--- config.mk ---
export PLATFORM = sky130hd
export DESIGN_NAME = crb_buffer
export DESIGN_NICKNAME = d
export VERILOG_FILES = /design/src/rtl/crb_pkg.sv /design/src/rtl/crb_buffer.sv
export SDC_FILE = /design/constraint.sdc
export NUM_CORES = 1
export LEC_CHECK = 0
export ABC_AREA = 1
export BUFFER_PORTS_ARGS = -buffer_cell sky130_fd_sc_hd__buf_2
export CORE_ASPECT_RATIO = 0.8
export CORE_UTILIZATION = 28
export CTS_BUF_LIST = sky130_fd_sc_hd__clkbuf_16
export DETAILED_ROUTE_END_ITERATION = 8
export SYNTH_ARGS = -nofsm -noshare
export SYNTH_HDL_FRONTEND = slang
export SYNTH_SLANG_ARGS = --single-unit
--- constraint.sdc ---
create_clock -name CLK_SYS -period 1.5 [get_ports CLK_SYS]
set_clock_uncertainty 0.15 [all_clocks]
set_input_delay 0.225 -clock CLK_SYS [delete_from_list [all_inputs] [get_ports CLK_SYS]]
set_output_delay 0.225 -clock CLK_SYS [all_outputs]
set_load 0.05 [all_outputs]
--- src/rtl/crb_pkg.sv ---
`default_nettype none
package crb_pkg;

   // ------------------------------------------------------------
   // Widths
   // ------------------------------------------------------------
   localparam int DATA_W = 25;
   localparam int HALF_W = 14;

   // ------------------------------------------------------------
   // Parity coverage, bit i is data input i+1
   // ------------------------------------------------------------
   localparam logic [24:0] MASK_ONE_TO_ONE = 25'h1FFFFB6;
   localparam logic [24:0] MASK_PAIR_A     = 25'h0003FB6;
   localparam logic [24:0] MASK_PAIR_B     = 25'h0001BBF;

   // ------------------------------------------------------------
   // Reset values
   // ------------------------------------------------------------
   localparam logic RST_PPO   = 1'b0;
   localparam logic RST_ERR_N = 1'b1;
   localparam logic RST_CS    = 1'b0;

   // ------------------------------------------------------------
   // Error flag hold, in clock cycles
   // ------------------------------------------------------------
   localparam int ERR_HOLD_CYCLES = 2;

   typedef enum logic [2:0] {
      ERR_IDLE  = 3'b001,
      ERR_LOW_1 = 3'b010,
      ERR_LOW_2 = 3'b100
   } crb_err_t;

endpackage : crb_pkg
`default_nettype wire

--- src/rtl/crb_buffer.sv ---
`timescale 1ns/1ps
`default_nettype none

module crb_buffer #(
   parameter int DATA_W = crb_pkg::DATA_W,
   parameter int HALF_W = crb_pkg::HALF_W
) (
   input  wire logic                      CLK_SYS,
   input  wire logic                      RST,
   input  wire logic                      RESET_N,
   input  wire logic [crb_pkg::DATA_W-1:0] D_IN,
   input  wire logic                      DATA_CHIP_SELECT_N,
   input  wire logic                      REDUNDANT_CHIP_SELECT_N,
   input  wire logic                      PARITY_IN,
   input  wire logic                      PAIR_SELECT,
   input  wire logic                      FANOUT_SELECT,
   input  wire logic                      CASCADE_FIRST,
   output var  logic [crb_pkg::DATA_W-1:0] Q_A,
   output var  logic [crb_pkg::HALF_W-1:0] Q_B,
   output var  logic                      CHIP_SELECT_OUT,
   output var  logic                      PARTIAL_PARITY_OUT,
   output var  logic                      PARITY_ERROR_N,
   output var  logic                      PARITY_ERROR_N_OE
);
   import crb_pkg::*;

   // ------------------------------------------------------------
   // Helpers
   // ------------------------------------------------------------
   function automatic logic [24:0] cover_mask(input logic pair, input logic fanout);
      logic [24:0] m;
      m = MASK_ONE_TO_ONE;
      if (fanout) begin
         m = pair ? MASK_PAIR_B : MASK_PAIR_A;
      end
      return m;
   endfunction : cover_mask

   logic [DATA_W-1:0] qa_q, qa_d;
   logic [HALF_W-1:0] qb_q, qb_d;
   logic              cs_q, cs_d;
   logic              par1_q, par1_d;
   logic              par2_q, par2_d;
   logic              ppo_q, ppo_d;
   logic              err_n_q, err_n_d;
   logic              oe_q, oe_d;
   crb_err_t          err_st_q, err_st_d;
   logic              upd_en;
   logic              ppo_calc;

   // Gating only when both selects are high
   assign upd_en   = !(DATA_CHIP_SELECT_N && REDUNDANT_CHIP_SELECT_N);
   // Two-cycle lag costs one extra flop, kept always running
   assign ppo_calc = (PAIR_SELECT ? par2_q : par1_q) ^ PARITY_IN;

   // ------------------------------------------------------------
   // Data path
   // ------------------------------------------------------------
   always_comb begin
      qa_d   = qa_q;
      qb_d   = qb_q;
      cs_d   = DATA_CHIP_SELECT_N;
      par1_d = ^(D_IN & cover_mask(PAIR_SELECT, FANOUT_SELECT));
      par2_d = par1_q;
      if (RST) begin
         qa_d   = '0;
         qb_d   = '0;
         cs_d   = RST_CS;
         par1_d = 1'b0;
         par2_d = 1'b0;
      end else if (upd_en) begin
         if (FANOUT_SELECT) begin
            qa_d = {{(DATA_W-HALF_W){1'b0}}, D_IN[HALF_W-1:0]};
            qb_d = D_IN[HALF_W-1:0];
         end else begin
            qa_d = D_IN;
            qb_d = '0;
         end
      end
   end

   always_ff @(posedge CLK_SYS or negedge RESET_N) begin
      if (!RESET_N) begin
         qa_q   <= '0;
         qb_q   <= '0;
         cs_q   <= RST_CS;
         par1_q <= 1'b0;
         par2_q <= 1'b0;
      end else begin
         qa_q   <= qa_d;
         qb_q   <= qb_d;
         cs_q   <= cs_d;
         par1_q <= par1_d;
         par2_q <= par2_d;
      end
   end

   // ------------------------------------------------------------
   // Parity check and error hold
   // ------------------------------------------------------------
   always_comb begin
      ppo_d    = ppo_q;
      err_st_d = err_st_q;
      oe_d     = !CASCADE_FIRST;
      if (RST) begin
         ppo_d    = RST_PPO;
         err_st_d = ERR_IDLE;
      end else if (upd_en) begin
         ppo_d = ppo_calc;
         case (err_st_q)
            ERR_IDLE:  err_st_d = ppo_calc ? ERR_LOW_1 : ERR_IDLE;
            ERR_LOW_1: err_st_d = ppo_calc ? ERR_LOW_1 : ERR_LOW_2;
            ERR_LOW_2: err_st_d = ppo_calc ? ERR_LOW_1 : ERR_IDLE;
            default:   err_st_d = ERR_IDLE;
         endcase
      end else begin
         // Gated cycles still age a held error
         case (err_st_q)
            ERR_LOW_1: err_st_d = ERR_LOW_2;
            ERR_LOW_2: err_st_d = ERR_IDLE;
            default:   err_st_d = err_st_q;
         endcase
      end
      err_n_d = (err_st_d == ERR_IDLE);
   end

   always_ff @(posedge CLK_SYS or negedge RESET_N) begin
      if (!RESET_N) begin
         ppo_q    <= RST_PPO;
         err_st_q <= ERR_IDLE;
         err_n_q  <= RST_ERR_N;
         oe_q     <= 1'b0;
      end else begin
         ppo_q    <= ppo_d;
         err_st_q <= err_st_d;
         err_n_q  <= err_n_d;
         oe_q     <= oe_d;
      end
   end

   // ------------------------------------------------------------
   // Outputs
   // ------------------------------------------------------------
   // Straight from flops, so a quiet release cannot glitch
   assign Q_A                = qa_q;
   assign Q_B                = qb_q;
   assign CHIP_SELECT_OUT    = cs_q;
   assign PARTIAL_PARITY_OUT = ppo_q;
   assign PARITY_ERROR_N     = err_n_q;
   assign PARITY_ERROR_N_OE  = oe_q;

   // ------------------------------------------------------------
   // Checks
   // ------------------------------------------------------------
   chk_capture_one_one: assert property (@(posedge CLK_SYS) disable iff (RST || !RESET_N)
      (!FANOUT_SELECT && upd_en) |=> (Q_A == $past(D_IN)))
      else $error("1:1 capture mismatch");

   chk_dup_fanout: assert property (@(posedge CLK_SYS) disable iff (RST || !RESET_N)
      (FANOUT_SELECT && upd_en) |=> (Q_B == Q_A[HALF_W-1:0]) && (Q_A[DATA_W-1:HALF_W] == '0))
      else $error("1:2 outputs not duplicated");

   chk_gate_hold: assert property (@(posedge CLK_SYS) disable iff (RST || !RESET_N)
      (DATA_CHIP_SELECT_N && REDUNDANT_CHIP_SELECT_N) |=> $stable(Q_A) && $stable(Q_B))
      else $error("gated outputs changed");

   chk_cs_follow: assert property (@(posedge CLK_SYS) disable iff (RST || !RESET_N)
      1'b1 |=> (CHIP_SELECT_OUT == $past(DATA_CHIP_SELECT_N)))
      else $error("chip select output did not follow");

   chk_err_two_cycles: assert property (@(posedge CLK_SYS) disable iff (RST || !RESET_N)
      $fell(PARITY_ERROR_N) |-> !PARITY_ERROR_N ##1 !PARITY_ERROR_N)
      else $error("error flag not held two cycles");

   chk_err_release: assert property (@(posedge CLK_SYS) disable iff (RST || !RESET_N)
      (!PARITY_ERROR_N && !(upd_en && ppo_calc)) ##1 (!PARITY_ERROR_N && !(upd_en && ppo_calc))
      |=> PARITY_ERROR_N)
      else $error("error flag held too long");

   chk_ppo_lag: assert property (@(posedge CLK_SYS) disable iff (RST || !RESET_N)
      (upd_en && PAIR_SELECT && !$past(RST) && !$past(RST, 2) && $past(RESET_N)
         && $past(RESET_N, 2))
      |=> PARTIAL_PARITY_OUT == (^($past(D_IN, 3) & cover_mask(PAIR_SELECT, FANOUT_SELECT))
                                 ^ $past(PARITY_IN)))
      else $error("two-cycle parity lag wrong");

   chk_ppo_lag_one: assert property (@(posedge CLK_SYS) disable iff (RST || !RESET_N)
      (upd_en && !PAIR_SELECT && !$past(RST) && $past(RESET_N))
      |=> PARTIAL_PARITY_OUT == (^($past(D_IN, 2) & cover_mask(PAIR_SELECT, FANOUT_SELECT))
                                 ^ $past(PARITY_IN)))
      else $error("one-cycle parity lag wrong");

   chk_ppo_err: assert property (@(posedge CLK_SYS) disable iff (RST || !RESET_N)
      (upd_en && ppo_calc) |=> (PARTIAL_PARITY_OUT && !PARITY_ERROR_N))
      else $error("odd parity not flagged");

   chk_sync_clear: assert property (@(posedge CLK_SYS) disable iff (!RESET_N)
      RST |=> (Q_A == '0) && !CHIP_SELECT_OUT && !PARTIAL_PARITY_OUT && PARITY_ERROR_N)
      else $error("reset did not clear outputs");

   chk_release_quiet: assert property (@(posedge CLK_SYS) disable iff (RST || !RESET_N)
      (!$past(RESET_N) && (D_IN == '0)) |=> (Q_A == '0) && (Q_B == '0))
      else $error("outputs moved after reset release");

   chk_first_undriven: assert property (@(posedge CLK_SYS) disable iff (!RESET_N)
      CASCADE_FIRST |=> !PARITY_ERROR_N_OE)
      else $error("first device drives error");

endmodule : crb_buffer

`default_nettype wire

### Yosys cells after proc, flatten, opt, wreduce, memory -nomap -nowiden

Cells that the tools add are included.

| word-level totals | value |
|---|---|
| logic and storage cells | 40 |
| input port bits | 34 |
| register bits | 48 |
| output and inout bits | 43 |

| operators by class | value |
|---|---|
| bitwise operators | 2 |
| reductions and logical operators | 4 |
| muxes and demuxes | 20 |
| equal/unequal tests | 5 |

Operator list:

| kind | number |
|---|---|
| 2-to-1 mux 25 bit | 4 |
| 2-to-1 mux 14 bit | 4 |
| AND 25 bit | 1 |
| XOR reduction 25 bit | 1 |
| case mux 3 bit (2 select lines) | 2 |
| 2-to-1 mux 3 bit | 3 |
| == test 3 x 1 -> 1 bit, second input constant | 2 |
| 2-to-1 mux 1 bit | 6 |
| == test 3 x 2 -> 1 bit, second input constant | 1 |
| == test 3 bit, second input constant | 1 |
| 2-to-1 mux 2 bit | 1 |
| inequality test 2 bit, second input constant | 1 |
| OR reduction 2 bit | 1 |
| logical AND 1 bit | 1 |
| logical NOT 1 bit | 1 |
| XOR 1 bit | 1 |

### Logic depth before layout (Yosys ltp)

| depth | value |
|---|---|
| depth after elaboration | 7 |
| depth in mapped cells | 16 |
| depth with buffers taken out | 14 |

### Worst setup path after synthesis

OpenSTA, ideal clock, no wires.

| timing path | value |
|---|---|
| path type | input to register |
| start | in FANOUT_SELECT |
| end | reg par1_q |
| arrival time | 1.121 ns |
| setup slack | 0.112 ns |
| cell stages on the path | 14 |
| cells stage by stage | buf_6 -> inv_6 -> buf_4 -> nand3b_1 -> nand2_1 -> nand3_1 -> nand2_1 -> nand2_1 -> nand2_1 -> nand2_1 -> nand2_1 -> nand2_1 -> nand2_1 -> nor2_1 |

| between the ends | value |
|---|---|
| word-level cells in the longest chain between the ends | 4 |

Ends and longest elaborated chain:

| item | line | RTL |
|---|---|---|
| start, declared | crb_buffer.sv:16 | `input wire logic FANOUT_SELECT,` |
| 2-to-1 mux 25 bit | crb_buffer.sv:33 | `if (fanout) begin` |
| AND 25 bit | crb_buffer.sv:63 | `par1_d = ^(D_IN & cover_mask(PAIR_SELECT, FANOUT_SELECT));` |
| XOR reduction 25 bit | crb_buffer.sv:63 |  |
| 2-to-1 mux 1 bit | crb_buffer.sv:65 | `if (RST) begin` |
| via par1_d | crb_buffer.sv:42 | `logic par1_q, par1_d;` |
| end signal, assigned | crb_buffer.sv:93 | `par1_q <= par1_d;` |
| end, declared | crb_buffer.sv:42 |  |

The timed path passes the listed nets, and every way through them passes these cells.
A chain may end at the register's enable or synchronous reset.

### Worst setup path after layout

| timing path | value |
|---|---|
| start | reg err_st_q[0] |
| end | reg err_n_q, in the netlist PARITY_ERROR_N |

| between the ends | value |
|---|---|
| word-level cells in the longest chain between the ends | 6 |

Ends and longest elaborated chain:

| item | line | RTL |
|---|---|---|
| start, declared | crb_buffer.sv:47 | `crb_err_t err_st_q, err_st_d;` |
| start signal, assigned | crb_buffer.sv:135 | `err_st_q <= err_st_d;` |
| == test 3 bit / == test 3 x 1 -> 1 bit (equally long branches) | crb_buffer.sv:110, crb_buffer.sv:118 |  |
| OR reduction 2 bit (no source line) | n/a |  |
| case mux 3 bit (2 select lines) | crb_buffer.sv:110 | `case (err_st_q)` |
| 2-to-1 mux 3 bit (*) | crb_buffer.sv:108 | `end else if (upd_en) begin` |
| 2-to-1 mux 3 bit (*) | crb_buffer.sv:105 | `if (RST) begin` |
| via err_st_d[0] | crb_buffer.sv:47 |  |
| == test 3 x 1 -> 1 bit (*) | crb_buffer.sv:124 | `err_n_d = (err_st_d == ERR_IDLE);` |
| via err_n_d | crb_buffer.sv:45 | `logic err_n_q, err_n_d;` |
| end signal, assigned | crb_buffer.sv:136 | `err_n_q <= err_n_d;` |
| end, declared | crb_buffer.sv:45 |  |

The timed path passes the listed nets; every way through them passes the cells marked *.

==> flow_metrics.tcl <==
set metrics [dict create \
    timing.slew.headroom_pct 81.8 \
    setup_repair_after_global_routing_missed_its_margin "yes" \
    critical_path.cell_chain "nor2_1, inv_1, nand3_1, nand2_1, o21ai_1, o21a_1, nand2_1, nor2_1" \
    synth_fp_nets 351 \
    gr-usage-all-layers_pct 14.8 \
    grt_overflow 0 \
    placementRows 29 \
    globalplace.congestion 0.766 \
    detailed_place_hpwl_mm 4.59 \
    cts_buffer_depth 2 \
    vias_in_the_first_global_route 2153 \
    route.vias.total 2242 \
    peakVddDrop_v 0.000605 \
    timing.max_cap.violations 0 \
    layout.cells.most_common "sky130_fd_sc_hd__nand2_1" \
    core_area_um2 8060 \
    cell_area_reported_after_detailed_placement_um2 2990 \
    cp_max_fo 3 \
    antenna_found_initial 0 \
    ff_latch_area_um2 1200 \
    final_cell_mix "146 x sky130_fd_sc_hd__nand2_1, 76 x sky130_fd_sc_hd__buf_2, 46 x sky130_fd_sc_hd__dfrtp_1" \
    min_period_over_period_pct 95.7 \
    design_power_total_mw 3.51 \
    drt.antenna.violating_nets 0 \
    cpPeakStageDelay_ns 0.54 \
    clock_insertion_delay_worst_skew_ns 0.28 \
    mappedNetlistArea_um2 2370 \
    cts_tree "yes" \
    grt_start_max_net_pins 49 \
    drt_drc_violations_left 0 \
    power.static_leakage_nw 1.86 \
    endpoint_kind "register" \
    floorplan.die.height_um 84.4 \
    synth_edf_count 0 \
    synth.yosys.warnings 0 \
    final.hold.worst_slack_ns 0.0336 \
    drive_above_1_share_pct 27.8 \
    cts_bufs_inserted 5 \
    seq_area_frac_synth_pct 50.7 \
    final_hold_viol_count 0 \
    synth.ff_latch_count 48 \
    vias_per_cell 4.33 \
    timing_worst_setup_path_type "register to register" \
    setup_ws_ns 0.0647 \
    hold_path_class "input port to register" \
    post_drt_wl_per_cell_um 11.8 \
    accumulated_negative_setup_slack_ns 0 \
    place.detailed.instances 506 \
    top_ff_cell_synth "sky130_fd_sc_hd__dfrtp_1" \
    worst_ep_required_time_ns 1.57 \
    clkSlewWorstSetupHoldPaths_ns 0.07 \
    global_route_wire_length_before_repair_mm 10.4 \
    fin_cells 518 \
    postCtsSetupRepairBufs 0 \
    multi_input_area_um2 1000 \
    die-area_um2 8850 \
    power_density_nw_per_um2 1100 \
    initial_core_utilization_pct 29.5 \
    htree_num_levels 2 \
    critical_path.startpoint_type "register" \
    tightestPinTransition_ns 0.271 \
    fin_area_um2 3200 \
    dpl_worst_slack_ns -0.136 \
    final_core_utilization_pct 39.7 \
    drv_slew 0 \
    yosysUniqueCellTypes 24 \
    async_flop_share_pct 100 \
    cts_num_sinks 48 \
    postSynthAreaPerCell_um2 7.49 \
    detail_route.wirelength_mm 6.10 \
    areaGrowthSynthToFinish_pct 34.8 \
    ctsRootBufferMaster "sky130_fd_sc_hd__clkbuf_16" \
    placement.io_buffers 76 \
    outcome "finished, final reports clean" \
    cp.arrival_ns 1.50 \
    setup_viol 0 \
    die_width_um 105 \
    ioPinCount 77 \
    final_period_minus_worst_setup_slack_ns 1.44 \
    drtPass1Iterations 4 \
    layout.filler_cells 849 \
    cp_slowest_cell "sky130_fd_sc_hd__dfstp_2" \
    antenna_cells_inserted 0 \
    drt_iter0_markers 90 \
    layout.nets 443 \
    maxClockFrequency_ghz 0.697 \
    syn_inst 317 \
]
## cells in the mapped netlist (all sizes together) (2+ instances only)
master  count  area share, %
a21oi       2           0.42
a22o        4            1.5
buf         4            1.5
clkbuf      6           0.95
dfrtp      46             48
dfstp       2            2.2
inv        31            5.1
nand2     152             25
nand3      23            5.1
nand3b      4            1.3
nor2       13            2.2
o21a        2           0.63
o21ai      24            5.1
## cell type report
class,count,share of cell area [%]
sequential,48,37.6
multi-input combinational,228,31.4
timing repair buffer,95,17.8
tap,108,4.22
clock buffer,5,3.91
inverter,31,3.79
clock inverter,3,1.21
## logic make-up after synthesis
family          after synthesis  synth area share [%]
simple gates                195                  33.8
flops                        48                  50.7
buf+inv                      41                  7.54
compound gates               32                  7.59
xor+xnor                      1                 0.369
## layer usage
layer | GRT usage [%] | share of wire [%]
met4 | 4.74 | 1.2
met3 | 3.65 | 5.0
met2 | 22.7 | 43
met5 | 0 | 0
met1 | 20.6 | 51
## flip-flops by register name, indices dropped and copies added (netlist names)
| name | count |
|---|---|
| par2_q | 1 |
| par1_q | 1 |
| CHIP_SELECT_OUT | 1 |
| Q_A | 25 |
| err_st_q | 3 |
| PARITY_ERROR_N | 1 |
| PARTIAL_PARITY_OUT | 1 |
| PARITY_ERROR_N_OE | 1 |
| Q_B | 14 |
## where the power goes
| part | leakage, nW | switching [mW] | internal (mW) |
|---|---|---|---|
| Sequential | 0.634 | 0.0416 | 1.39 |
| Combinational | 1.14 | 0.570 | 0.242 |
| Clock | 0.0850 | 0.485 | 0.778 |
## critical path: cells and delay by family, from the launching register on
family	cells	cell delay, ns
flip-flops	1	0.54
AND/OR/NAND/NOR	5	0.33
AO/OA/AOI/OAI	2	0.26
buffers and inverters	1	0.08
## timing repair
item,in CTS,in global routing
endpoints found under the hold margin,49,0
setup endpoints to repair,0,5
hold buffers,4,0
resized for setup,0,4
## path summary, 6_finish.rpt
path | slack [ns] | from | depth (start not counted) | to
worst min-delay path | 0.03 | D_IN[7] | 3 | Q_A[7]$_DFFE_PN0P_
worst min register to register | 0.33 | Q_A[4]$_DFFE_PN0P_ | 2 | Q_A[4]$_DFFE_PN0P_
min in group asynchronous | 0.31 | RESET_N | 3 | Q_A[7]$_DFFE_PN0P_
worst max-delay path | 0.06 | err_st_q[0]$_DFF_PN1_ | 8 | PARITY_ERROR_N$_DFF_PN1_
worst max register to register | 0.06 | err_st_q[0]$_DFF_PN1_ | 8 | PARITY_ERROR_N$_DFF_PN1_
max in group asynchronous | 0.62 | RESET_N | 3 | err_st_q[0]$_DFF_PN1_
Power figures use the tool's default switching activity.
